[config.mk]
export PLATFORM = sky130hd
export DESIGN_NAME = codec_control
export DESIGN_NICKNAME = d
export VERILOG_FILES = /design/src/hdl/codec_pkg.sv /design/src/hdl/sample_fifo.sv /design/src/hdl/codec_control.sv
export SDC_FILE = /design/constraint.sdc
export NUM_CORES = 1
export LEC_CHECK = 0
export ABC_AREA = 1
export BUFFER_PORTS_ARGS = -buffer_cell sky130_fd_sc_hd__buf_2
export CAP_MARGIN = 20
export CORE_MARGIN = 3
export CORE_UTILIZATION = 43
export CTS_CLUSTER_DIAMETER = 30
export DETAILED_ROUTE_END_ITERATION = 7
export PLACE_DENSITY = 0.7
export SLEW_MARGIN = 15
export SYNTH_ARGS = -nofsm -noshare
export SYNTH_HDL_FRONTEND = slang
export SYNTH_SLANG_ARGS = --single-unit
[constraint.sdc]
create_clock -name clk_in -period 3.32 [get_ports clk_in]
set_input_delay 0.664 -clock clk_in [delete_from_list [all_inputs] [get_ports clk_in]]
set_output_delay 0.664 -clock clk_in [all_outputs]
set_load 0.01 [all_outputs]
[src/hdl/codec_pkg.sv]
// constants shared by the codec housekeeping block
package codec_pkg;
  // serial frame shape
  localparam int FRAME_BITS = 64;
  localparam int IDX_W      = 6;
  localparam int PORTS      = 2;
  localparam int PRE_W      = 4;
  localparam int PRE_DIV    = 4;   // master clock edges per serial bit at divide-by-one
  localparam logic [IDX_W-1:0] LAST_IDX = 6'h3F;
  localparam logic [IDX_W-1:0] GPI_IDX  = 6'h10;  // start of input word one
  localparam logic [IDX_W-1:0] GPO_IDX  = 6'h08;  // middle of output word zero

  // frame field positions (bit 63 travels first)
  localparam int F_SAMPLE_HI = 63;
  localparam int F_SAMPLE_LO = 48;
  localparam int F_GPO_HI    = 63;
  localparam int F_GPO_LO    = 56;
  localparam int F_GPI_HI    = 31;
  localparam int F_GPI_LO    = 24;
  localparam int F_WDATA_HI  = 31;
  localparam int F_WDATA_LO  = 24;
  localparam int F_WR        = 23;
  localparam int F_ADDR_HI   = 20;
  localparam int F_ADDR_LO   = 16;
  localparam int F_OVF_HI    = 19;
  localparam int F_OVF_LO    = 16;
  localparam int F_RDATA_HI  = 15;
  localparam int F_RDATA_LO  = 8;
  localparam int F_CAL_HI    = 1;
  localparam int F_CAL_LO    = 0;

  // register map
  localparam int REG_COUNT = 32;
  localparam int REG_AW    = 5;
  localparam logic [REG_AW-1:0] REG_LINE1_GAIN = 5'h01;
  localparam logic [REG_AW-1:0] REG_LINE2_GAIN = 5'h02;
  localparam logic [REG_AW-1:0] REG_LINE3_GAIN = 5'h03;
  localparam logic [REG_AW-1:0] REG_MONO_CTRL  = 5'h0C;
  localparam logic [REG_AW-1:0] REG_M2_IN_CTRL = 5'h0F;
  localparam logic [REG_AW-1:0] REG_GPIO_DIR   = 5'h12;
  localparam logic [REG_AW-1:0] REG_DIG_CTRL   = 5'h13;
  localparam logic [REG_AW-1:0] REG_MODE       = 5'h14;
  localparam logic [REG_AW-1:0] REG_OVF_CLR    = 5'h15;

  // reset values: bit 7 = unmute, bits 6:0 = signed gain in dB
  localparam logic [7:0] LINE_GAIN_RST = 8'h68;  // muted, -24 dB
  localparam logic [7:0] MONO_RST      = 8'hF6;  // mono path unmuted, -10 dB
  localparam logic [7:0] M2_IN_RST     = 8'h7C;  // muted, -4 dB
  localparam logic [7:0] ZERO_RST      = 8'h00;  // muted, 0 dB, all off

  // mode register fields
  localparam int MODE_SAMPLE_RATE_DIVIDER_LO = 0;
  localparam int MODE_SAMPLE_RATE_DIVIDER_HI = 1;
  localparam int MODE_MAM     = 2;
  localparam int MODE_MOR     = 3;

  // calibration and data path
  localparam int CAL_SAMPLES = 1024;
  localparam int CAL_W       = 10;
  localparam logic [CAL_W-1:0] CAL_LAST = CAL_W'(CAL_SAMPLES - 1);
  localparam int SAMPLE_W    = 16;
  localparam int FIFO_DEPTH  = 32;
  localparam int GPIO_W      = 8;
  localparam int OVF_W       = 4;

  function automatic logic [7:0] reg_reset(input int idx);
    case (idx)
      int'(REG_LINE1_GAIN), int'(REG_LINE2_GAIN), int'(REG_LINE3_GAIN): reg_reset = LINE_GAIN_RST;
      int'(REG_MONO_CTRL):  reg_reset = MONO_RST;
      int'(REG_M2_IN_CTRL): reg_reset = M2_IN_RST;
      default:              reg_reset = ZERO_RST;
    endcase
  endfunction
endpackage

[src/hdl/sample_fifo.sv]
// flip-flop fifo with valid/ready on both sides
`timescale 1ns/1ps
module sample_fifo #(
  parameter int WIDTH = 16,
  parameter int DEPTH = 32
) (
  // clock and reset
  input  wire logic             clk_in,
  input  wire logic             nrst_in,
  input  wire logic             clr_in,
  // fill side
  input  wire logic             wr_valid_in,
  output logic                  wr_ready_out,
  input  wire logic [WIDTH-1:0] wr_data_in,
  // drain side
  output logic                  rd_valid_out,
  input  wire logic             rd_ready_in,
  output logic      [WIDTH-1:0] rd_data_out
);
  localparam int AW = $clog2(DEPTH);
  logic [WIDTH-1:0] mem [DEPTH];
  logic [AW:0]      wr_ptr;
  logic [AW:0]      rd_ptr;
  logic             push;
  logic             pop;

  // extra pointer bit tells full from empty
  assign wr_ready_out = !((wr_ptr[AW] != rd_ptr[AW]) && (wr_ptr[AW-1:0] == rd_ptr[AW-1:0]));
  assign rd_valid_out = (wr_ptr != rd_ptr);
  assign push         = wr_valid_in && wr_ready_out && !clr_in;
  assign pop          = rd_valid_out && rd_ready_in && !clr_in;
  assign rd_data_out  = mem[rd_ptr[AW-1:0]];

  // storage, no reset needed since empty hides it
  always_ff @(posedge clk_in) begin
    if (push) begin
      mem[wr_ptr[AW-1:0]] <= wr_data_in;
    end
  end

  // pointers
  always_ff @(posedge clk_in or negedge nrst_in) begin
    if (!nrst_in) begin
      wr_ptr <= '0;
      rd_ptr <= '0;
    end else if (clr_in) begin
      wr_ptr <= '0;
      rd_ptr <= '0;
    end else begin
      if (push) begin
        wr_ptr <= wr_ptr + 1'b1;
      end
      if (pop) begin
        rd_ptr <= rd_ptr + 1'b1;
      end
    end
  end
endmodule

[src/hdl/codec_control.sv]
// codec housekeeping: serial ports, clocks, calibration, overflow, gpio
// Behaviour
// - writing one to a calibration trigger bit starts offset calibration
// - calibration lasts exactly 1024 sample periods of the converter
// - trigger bit returns to zero by itself when calibration finishes
// - while calibrating, inputs float, outputs held, sample words invalid; float output here asserted only in power-down
// - reset drops calibration results; no automatic calibration ever
// - sticky adc overflow flags in frame bits 16-19, cleared by register 21
// - surround mode: modem codecs clocked from audio master clock
// - surround mode: both frame syncs in phase
// - surround needs divider zero; modem rate then audio clock/4/64
// - register 18 sets each gpio pin direction, inputs after reset
// - gpio pin levels reported in out frame bits 24-31
// - output pins driven from input frame bits 56-63
// - inputs sampled at input word one, outputs change mid word zero
// - bit clocks and frame syncs derived from the two master clocks
// - reset clears counters and registers, frames restart from beginning
// - in reset bit clocks high, frame syncs low, outputs common mode
// - after reset all muted except mono path; toggle unmuted
// - after reset divider one, loopback, surround and power-downs off
// - reset gains: lines -24dB, mono -10dB, modem two input -4dB
// - reset zeroes every internal data path register except fifo storage
// - power-down keeps registers, resets clocks and data paths
// - gpio direction and levels handled through serial port one
`timescale 1ns/1ps
module codec_control
  import codec_pkg::*;
(
  // clock and reset
  input  wire logic                    clk_in,
  input  wire logic                    nrst_in,
  input  wire logic                    power_down_pin_in,
  // master clocks (sampled)
  input  wire logic                    audio_master_clock_in,
  input  wire logic                    modem_master_clock_in,
  // serial port one
  output logic                         serial_bit_clock_one_out,
  output logic                         frame_sync_one_out,
  output logic                         serial_out_one_out,
  input  wire logic                    serial_in_one_in,
  // serial port two
  output logic                         serial_bit_clock_two_out,
  output logic                         frame_sync_two_out,
  output logic                         serial_out_two_out,
  // general purpose pins
  input  wire logic [GPIO_W-1:0]       gpio_in,
  output logic      [GPIO_W-1:0]       gpio_out,
  output logic      [GPIO_W-1:0]       gpio_oe_out,
  // converter side
  input  wire logic [SAMPLE_W-1:0]     adc_sample_in,
  input  wire logic                    adc_valid_in,
  output logic                         adc_ready_out,
  input  wire logic [OVF_W-1:0]        adc_overflow_in,
  // analog control
  output logic      [1:0]              cal_active_out,
  output logic      [1:0]              calibrated_out,
  output logic                         analog_float_out,
  output logic                         common_mode_out,
  output logic                         mute_toggle_out,
  output logic      [REG_COUNT*8-1:0]  settings_out
);
  localparam int SYNC_W = 4 + GPIO_W;

  // two-flop synchronisers for every pin input
  logic [SYNC_W-1:0] sync_a;
  logic [SYNC_W-1:0] sync_b;
  always_ff @(posedge clk_in or negedge nrst_in) begin
    if (!nrst_in) begin
      sync_a <= '0;
      sync_b <= '0;
    end else begin
      sync_a <= {gpio_in, serial_in_one_in, modem_master_clock_in,
                 audio_master_clock_in, power_down_pin_in};
      sync_b <= sync_a;
    end
  end

  logic              run;
  logic              sin_s;
  logic [GPIO_W-1:0] gpio_s;
  logic [1:0]        mclk_d;
  logic              audio_edge;
  logic              modem_edge;
  assign run    = sync_b[0];
  assign sin_s  = sync_b[3];
  assign gpio_s = sync_b[SYNC_W-1:4];

  // master clock rising edges, from the synchronised copies only
  always_ff @(posedge clk_in or negedge nrst_in) begin
    if (!nrst_in) begin
      mclk_d <= '0;
    end else begin
      mclk_d <= sync_b[2:1];
    end
  end
  assign audio_edge = sync_b[1] && !mclk_d[0];
  assign modem_edge = sync_b[2] && !mclk_d[1];

  // register file and write path
  logic [7:0]        regs [REG_COUNT];
  logic              wr_en;
  logic [REG_AW-1:0] wr_addr;
  logic [7:0]        wr_data;
  logic [REG_AW-1:0] rd_addr;
  logic [1:0]        cal_bits;
  logic [1:0]        cal_done;
  logic [OVF_W-1:0]  ovf;
  logic              surround;
  logic [1:0]        sample_rate_divider;

  assign sample_rate_divider     = regs[REG_MODE][MODE_SAMPLE_RATE_DIVIDER_HI:MODE_SAMPLE_RATE_DIVIDER_LO];
  // modem follows audio only when both mode bits are set
  assign surround = regs[REG_MODE][MODE_MAM] && regs[REG_MODE][MODE_MOR];

  genvar g;
  generate
    for (g = 0; g < REG_COUNT; g++) begin : g_reg
      if (g == int'(REG_DIG_CTRL)) begin : g_dig
        // trigger bits: write one sets, hardware clears on completion
        always_ff @(posedge clk_in or negedge nrst_in) begin
          if (!nrst_in) begin
            regs[g] <= reg_reset(g);
          end else begin
            regs[g][7:2] <= (wr_en && wr_addr == REG_AW'(g)) ? wr_data[7:2] : regs[g][7:2];
            // set wins over completion; zero writes leave bits alone
            regs[g][1:0] <= (regs[g][1:0] & ~cal_done)
                          | ((wr_en && wr_addr == REG_AW'(g)) ? wr_data[1:0] : 2'b00);
          end
        end
      end else if (g == int'(REG_OVF_CLR)) begin : g_clr
        // write-only clear strobe, never stored
        always_ff @(posedge clk_in or negedge nrst_in) begin
          if (!nrst_in) begin
            regs[g] <= reg_reset(g);
          end else begin
            regs[g] <= reg_reset(g);
          end
        end
      end else begin : g_plain
        always_ff @(posedge clk_in or negedge nrst_in) begin
          if (!nrst_in) begin
            regs[g] <= reg_reset(g);
          end else if (wr_en && wr_addr == REG_AW'(g)) begin
            regs[g] <= wr_data;
          end
        end
      end
      assign settings_out[g*8 +: 8] = regs[g];
    end
  endgenerate
  assign cal_bits = regs[REG_DIG_CTRL][1:0];

  // clock generator and frame counters per port
  logic [PRE_W-1:0] pre [PORTS];
  logic [IDX_W-1:0] idx [PORTS];
  logic [PRE_W-1:0] next_pre [PORTS];
  logic [IDX_W-1:0] next_idx [PORTS];
  logic             next_sclk [PORTS];
  logic             sclk [PORTS];
  logic             fsync [PORTS];
  logic [PORTS-1:0] step;
  logic [PORTS-1:0] frame_start;
  logic [PORTS-1:0] rx_point;
  logic [FRAME_BITS-1:0] tx_word [PORTS];
  logic [FRAME_BITS-1:0] tx_shift [PORTS];

  genvar p;
  generate
    for (p = 0; p < PORTS; p++) begin : g_port
      logic             edge_sel;
      logic [2:0]       n_fac;
      logic [PRE_W-1:0] lim;
      logic [PRE_W-1:0] half;
      // port two rides the audio clock in surround mode
      assign edge_sel = (p == 0 || surround) ? audio_edge : modem_edge;
      // modem side runs undivided unless it follows audio
      assign n_fac = (p == 0 || surround) ? 3'(sample_rate_divider) + 3'h1 : 3'h1;
      assign lim   = PRE_W'(PRE_DIV * int'(n_fac) - 1);
      assign half  = PRE_W'(PRE_DIV / 2 * int'(n_fac));

      always_comb begin
        next_pre[p] = pre[p];
        next_idx[p] = idx[p];
        step[p]     = 1'b0;
        rx_point[p] = 1'b0;
        if (edge_sel) begin
          if (pre[p] == lim) begin
            next_pre[p] = '0;
            next_idx[p] = idx[p] + 1'b1;
            step[p]     = 1'b1;
          end else begin
            next_pre[p] = pre[p] + 1'b1;
          end
          rx_point[p] = (pre[p] == half - 1'b1);
        end
        frame_start[p] = step[p] && (idx[p] == LAST_IDX);
        next_sclk[p]   = (next_pre[p] < half);
      end

      // counters and pins; both in reset and power-down the clocks park
      always_ff @(posedge clk_in or negedge nrst_in) begin
        if (!nrst_in) begin
          pre[p]   <= '0;
          idx[p]   <= '0;
          sclk[p]  <= 1'b1;
          fsync[p] <= 1'b0;
        end else if (!run) begin
          pre[p]   <= '0;
          idx[p]   <= '0;
          sclk[p]  <= 1'b1;
          fsync[p] <= 1'b0;
        end else if (p == 1 && surround) begin
          // copy port one so both frame syncs stay in phase
          pre[p]   <= next_pre[0];
          idx[p]   <= next_idx[0];
          sclk[p]  <= next_sclk[0];
          fsync[p] <= (next_idx[0] == '0);
        end else begin
          pre[p]   <= next_pre[p];
          idx[p]   <= next_idx[p];
          sclk[p]  <= next_sclk[p];
          fsync[p] <= (next_idx[p] == '0);
        end
      end

      // transmit shifter, msb first, reloaded at each frame start
      always_ff @(posedge clk_in or negedge nrst_in) begin
        if (!nrst_in) begin
          tx_shift[p] <= '0;
        end else if (!run) begin
          tx_shift[p] <= '0;
        end else if (frame_start[p]) begin
          tx_shift[p] <= tx_word[p];
        end else if (step[p]) begin
          tx_shift[p] <= {tx_shift[p][FRAME_BITS-2:0], 1'b0};
        end
      end
    end
  endgenerate

  assign serial_bit_clock_one_out = sclk[0];
  assign serial_bit_clock_two_out = sclk[1];
  assign frame_sync_one_out       = fsync[0];
  assign frame_sync_two_out       = fsync[1];
  assign serial_out_one_out       = tx_shift[0][FRAME_BITS-1];
  assign serial_out_two_out       = tx_shift[1][FRAME_BITS-1];

  // receive shifter on port one, sampled mid bit
  logic [FRAME_BITS-1:0] rx_shift;
  logic [FRAME_BITS-1:0] rx_frame;
  always_ff @(posedge clk_in or negedge nrst_in) begin
    if (!nrst_in) begin
      rx_shift <= '0;
      rx_frame <= '0;
    end else if (!run) begin
      rx_shift <= '0;
      rx_frame <= '0;
    end else begin
      if (rx_point[0]) begin
        rx_shift <= {rx_shift[FRAME_BITS-2:0], sin_s};
      end
      if (frame_start[0]) begin
        rx_frame <= rx_shift;
      end
    end
  end

  // register access rides in each completed input frame
  assign wr_en   = frame_start[0] && rx_shift[F_WR];
  assign wr_addr = rx_shift[F_ADDR_HI:F_ADDR_LO];
  assign wr_data = rx_shift[F_WDATA_HI:F_WDATA_LO];
  always_ff @(posedge clk_in or negedge nrst_in) begin
    if (!nrst_in) begin
      rd_addr <= '0;
    end else if (frame_start[0]) begin
      rd_addr <= wr_addr;
    end
  end

  // gpio: inputs caught at word one, outputs moved mid word zero
  logic [GPIO_W-1:0] gpi;
  logic [GPIO_W-1:0] gpo;
  always_ff @(posedge clk_in or negedge nrst_in) begin
    if (!nrst_in) begin
      gpi <= '0;
      gpo <= '0;
    end else begin
      if (step[0] && next_idx[0] == GPI_IDX) begin
        gpi <= gpio_s;
      end
      if (step[0] && next_idx[0] == GPO_IDX) begin
        gpo <= rx_frame[F_GPO_HI:F_GPO_LO];
      end
    end
  end
  assign gpio_out    = gpo;
  assign gpio_oe_out = regs[REG_GPIO_DIR];

  // sticky overflow flags; a new overflow beats a clear
  logic [OVF_W-1:0] ovf_clr;
  assign ovf_clr = (wr_en && wr_addr == REG_OVF_CLR) ? wr_data[OVF_W-1:0] : '0;
  always_ff @(posedge clk_in or negedge nrst_in) begin
    if (!nrst_in) begin
      ovf <= '0;
    end else begin
      ovf <= (ovf & ~ovf_clr) | adc_overflow_in;
    end
  end

  // calibration length counted in frames of the port that clocks it
  logic [CAL_W-1:0] cal_cnt [2];
  logic [1:0]       cal_ok;
  genvar c;
  generate
    for (c = 0; c < 2; c++) begin : g_cal
      assign cal_done[c] = cal_bits[c] && frame_start[c] && cal_cnt[c] == CAL_LAST;
      always_ff @(posedge clk_in or negedge nrst_in) begin
        if (!nrst_in) begin
          cal_cnt[c] <= '0;
          cal_ok[c]  <= 1'b0;
        end else begin
          if (!cal_bits[c] || cal_done[c]) begin
            cal_cnt[c] <= '0;
          end else if (frame_start[c]) begin
            cal_cnt[c] <= cal_cnt[c] + 1'b1;
          end
          if (cal_done[c]) begin
            cal_ok[c] <= 1'b1;
          end
        end
      end
    end
  endgenerate
  assign cal_active_out = cal_bits;
  assign calibrated_out = cal_ok;

  // sample fifo: converter fills, port one frames drain
  logic                rd_valid;
  logic [SAMPLE_W-1:0] rd_data;
  sample_fifo #(
    .WIDTH (SAMPLE_W),
    .DEPTH (FIFO_DEPTH)
  ) u_fifo (
    .clk_in       (clk_in),
    .nrst_in      (nrst_in),
    .clr_in       (!run),
    .wr_valid_in  (adc_valid_in),
    .wr_ready_out (adc_ready_out),
    .wr_data_in   (adc_sample_in),
    .rd_valid_out (rd_valid),
    .rd_ready_in  (frame_start[0]),
    .rd_data_out  (rd_data)
  );

  // outgoing frame contents
  always_comb begin
    tx_word[0] = '0;
    tx_word[1] = '0;
    // sample zeroed while calibrating since it cannot be trusted
    tx_word[0][F_SAMPLE_HI:F_SAMPLE_LO] = (rd_valid && !cal_bits[0]) ? rd_data : '0;
    tx_word[0][F_GPI_HI:F_GPI_LO]       = gpi;
    tx_word[0][F_OVF_HI:F_OVF_LO]       = ovf;
    tx_word[0][F_RDATA_HI:F_RDATA_LO]   = regs[rd_addr];
    tx_word[0][F_CAL_HI:F_CAL_LO]       = cal_bits;
    tx_word[1][F_CAL_HI:F_CAL_LO]       = cal_bits;
  end

  // analog status levels; common mode held through reset
  always_ff @(posedge clk_in or negedge nrst_in) begin
    if (!nrst_in) begin
      common_mode_out  <= 1'b1;
      analog_float_out <= 1'b0;
      mute_toggle_out  <= 1'b1;
    end else begin
      common_mode_out  <= 1'b0;
      analog_float_out <= !run;
      mute_toggle_out  <= 1'b1;
    end
  end
endmodule

==> impl_metrics.csv <==
group,metric,value,unit
drt,dr.pass1.iters,6,
critical_path,slowest_stage,"dfrtp_1",
grt,grt_max_degree,132,
cells_and_area,drive_gt1_share,17.6,%
clock_tree,clockBufferDepth,3,
power,power.share.sequential,39.5,%
sta,drv_slew,0,
power,combPwrFrac,1.5,%
sta,rsz0062_at_grt,"false",
sta,fin_skew,0.0798,ns
place,hpwl,81.5,mm
logic_synthesis,async_flop_share,52.2,%
drt,wl_met3,12.0,mm
logic_synthesis,synth_top_cell_area_share,34.1,%
die,die_h,330,µm
drt,avgRoutedWirePerCell,21.2,µm
grt,grt-ovfl-total,0,
outcome,status,"finished clean",
sta,tns,0,ns
logic_synthesis,ys_ff_latch,1071,
clock_tree,htree_levels,4,
logic_synthesis,ys_types,55,
sta,tightest_slew,0.990,ns
logic_synthesis,synth-edff-count,512,
min_path,hold_path_class,"input port to flop",
critical_path,max_stage_delay,0.43,ns
die,start_util,43.5,%
drt,vias_per_cell,5.62,
cells_and_area,fin_nets,4782,
logic_synthesis,synth_area,45100,µm²
place,gp_congestion,0.972,
drt,antenna_left,0,
sta,hold_slack,0.0729,ns
die,die-area,109000,µm²
critical_path,start_kind,"flop",
sta,finalCritPeriodShare,91.3,%
cells_and_area,areaGrowthSynthToFinish,22.9,%
cells_and_area,fin_util,53.4,%
cells_and_area,stdcell_count,6286,
clock_tree,worstSkewPairLatency,0.78,ns
drt,first_iter_violations,4424,
drt,wl_met1,54.1,mm
place,dpl.cell_count,5896,
grt,track_usage,24.0,%
critical_path,cp_max_fo,16,
drt,wl_met2,60.2,mm
sta,finalHoldViolCount,0,
clock_tree,cts-root-buf,"clkbuf_16",
sta,slew_headroom,34.0,%
power,p_int,27.8,mW
power,p_leak,23.1,nW
clock_tree,cts_setup_buffers,0,
critical_path,crit_arrival,3.67,ns
logic_synthesis,yosysWarningCount,0,
drt,top_layer_used,"met4",
logic_synthesis,yosys-top-cells-count,"nand2_1 (890), o21ai_0 (582), dfrtp_1 (536), edfxtp_1 (512), nor2_1 (499)",
grt,grt_pass1_wl,202,mm
drt,drt-total-wl,133,mm
power,p_sw,7.67,mW
power,total_power,35.5,mW
critical_path,crit_buf_inv,2,
die,rows,118,
die,die_w,330,µm
drt,num_vias,35300,
power,ir_drop,546,µV
critical_path,cp_common_cell,"nand2_1",
logic_synthesis,yosysTopAreaCell,"edfxtp_1",
power,swShare,21.6,%
sta,setup-violations-final,0,
sta,timing.final.crit_period,3.03,ns
sta,fmax,330,MHz
grt,grt_pass1_vias,33800,
critical_path,cp_top_family,"simple AND/OR/NAND/NOR gates",
flow_run,maxCapViolations,0,
clock_tree,cts_made_buffers,201,
power,power_frac_clock,58.9,%
place,port_buffers,311,
die,coreArea,104000,µm²
logic_synthesis,synthCells,4390,
critical_path,cp_data_required_time,3.96,ns
clock_tree,cts_tree,"done",
logic_synthesis,synth_seq_area_share,65.1,%
power,powerDensity,640,nW/µm²
logic_synthesis,synth.most_common_cell,"nand2_1",
logic_synthesis,synth-main-ff-cell,"dfrtp_1",
die,ios,321,
clock_tree,cts.sinks,1071,
clock_tree,clk_pin_slew,0.05,ns
critical_path,crit_type,"flop to flop",
grt,antenna_found_initial,7,
logic_synthesis,syn_area_per_cell,10.3,µm²
drt,drc_errors,0,
critical_path,cp-end-kind,"flop",
critical_path,path_cells,"ha_1 -> inv_1 -> nand2_1 -> nand2_1 -> nand2_2 -> nand3_4 -> nor2_4 -> nand2_4 -> clkinv_2 -> nand3_1 -> o21ai_0",
logic_synthesis,synthTopCellsByArea,"edfxtp_1 (34%), dfrtp_1 (30%), nand2_1 (7.4%), o21ai_0 (6.5%), nor2_1 (4.2%)",
## layer usage
metal / vias up / track usage [%]
li1: 15900 / -
met1: 17300 / 32.8
met5: - / 0
met2: 1766 / 36.0
met3: 363 / 5.67
met4: 0 / 11.8
## kinds of logic after synthesis
| family | count (synthesis) | share of synthesized area, % |
|---|---|---|
| mux | 1 | 0.0222 |
| buf+inv | 510 | 4.77 |
| fa+ha+maj | 16 | 0.444 |
| other cells | 2 | 0.0166 |
| xor+xnor | 23 | 0.463 |
| simple gates | 1765 | 16.4 |
| compound gates | 1002 | 12.7 |
| flops | 1071 | 65.1 |
## power by group through the flow
stage	Sequential [mW]	Clock, mW	Combinational, mW
floorplan	14.3	0	0.153
global placement	14.3	0	0.524
detailed placement	14.3	0	0.533
CTS	14.0	21.1	0.547
global route	14.0	21.8	0.595
finish	14.0	20.9	0.537
## sequential cells by signal, indices dropped and copies added (netlist names), 8 cells and up
| signal | count |
|---|---|
| rx_shift | 64 |
| u_fifo.mem | 512 |
| rx_frame | 8 |
| gpi | 8 |
| gpio_oe_out | 8 |
| gpio_out | 8 |
| sync_b | 12 |
| pre | 8 |
| tx_shift | 126 |
| settings_out | 238 |
| cal_cnt | 20 |
| idx | 12 |
| sync_a | 12 |
## stage by stage
step	area [µm²]	worst slack, ns
5_1_grt	55400	0.0227
3_5_place_dp	48200	0.379
6_report	55400	0.289
3_3_place_gp	48200	0.494
4_1_cts	55400	0.329
2_1_floorplan	45200	0.633
## cell type report
cell class	instances	area [µm²]
clock inverters	139	1790
well taps	1380	1730
flip-flops and latches	1071	29400
fillers	8680	48300
repair buffers	439	2800
inverters	201	764
diodes	4	10.0
clock buffers	235	5310
multi-input cells	2817	13600
## cells in the final DEF, fill, tap and decap left out, drive strengths merged, types with 11 or more instances in the layout
cell	n
nand2	908
o21ai	691
dfrtp	536
edfxtp	512
nor2	509
buf	427
nand3	286
clkbuf	235
inv	215
clkinv	74
o22ai	69
o211ai	63
o32ai	63
a21oi	46
nand4	30
bufinv	28
o221ai	25
clkinvlp	23
dfstp	23
xor2	19
a32o	17
ha	16
nor3	13
or2	12
dlygate4sd3	12
o31ai	11
## what timing repair did
| item | in CTS | in global routing |
|---|---|---|
| resized for setup | 0 | 0 |
| hold buffers | 12 | 0 |
| hold endpoints to repair | 74 | 0 |
## worst register-to-register path, stage by stage (launching register included)
cell      delay (ns)
dfrtp_1         0.43
ha_1            0.43
inv_1           0.08
nand2_1         0.06
nand2_1         0.10
nand2_2         0.13
nand3_4         0.23
nor2_4          0.32
nand2_4         0.13
clkinv_2        0.19
nand3_1         0.43
o21ai_0         0.42
## path summary, 6_finish.rpt
path,from,end,slack [ns],depth (start not counted)
worst min-delay path,adc_overflow_in[0],ovf[0],0.07,2
worst max-delay path,settings_out[161],settings_out[250],0.29,11
worst min register to register,sync_a[3],sync_b[3],0.35,0
max in group asynchronous,nrst_in,tx_shift[111],1.89,3
min in group asynchronous,nrst_in,tx_shift[53],0.51,2
worst max register to register,settings_out[161],settings_out[250],0.29,11
Note: power is estimated with default switching activity, not from simulation.
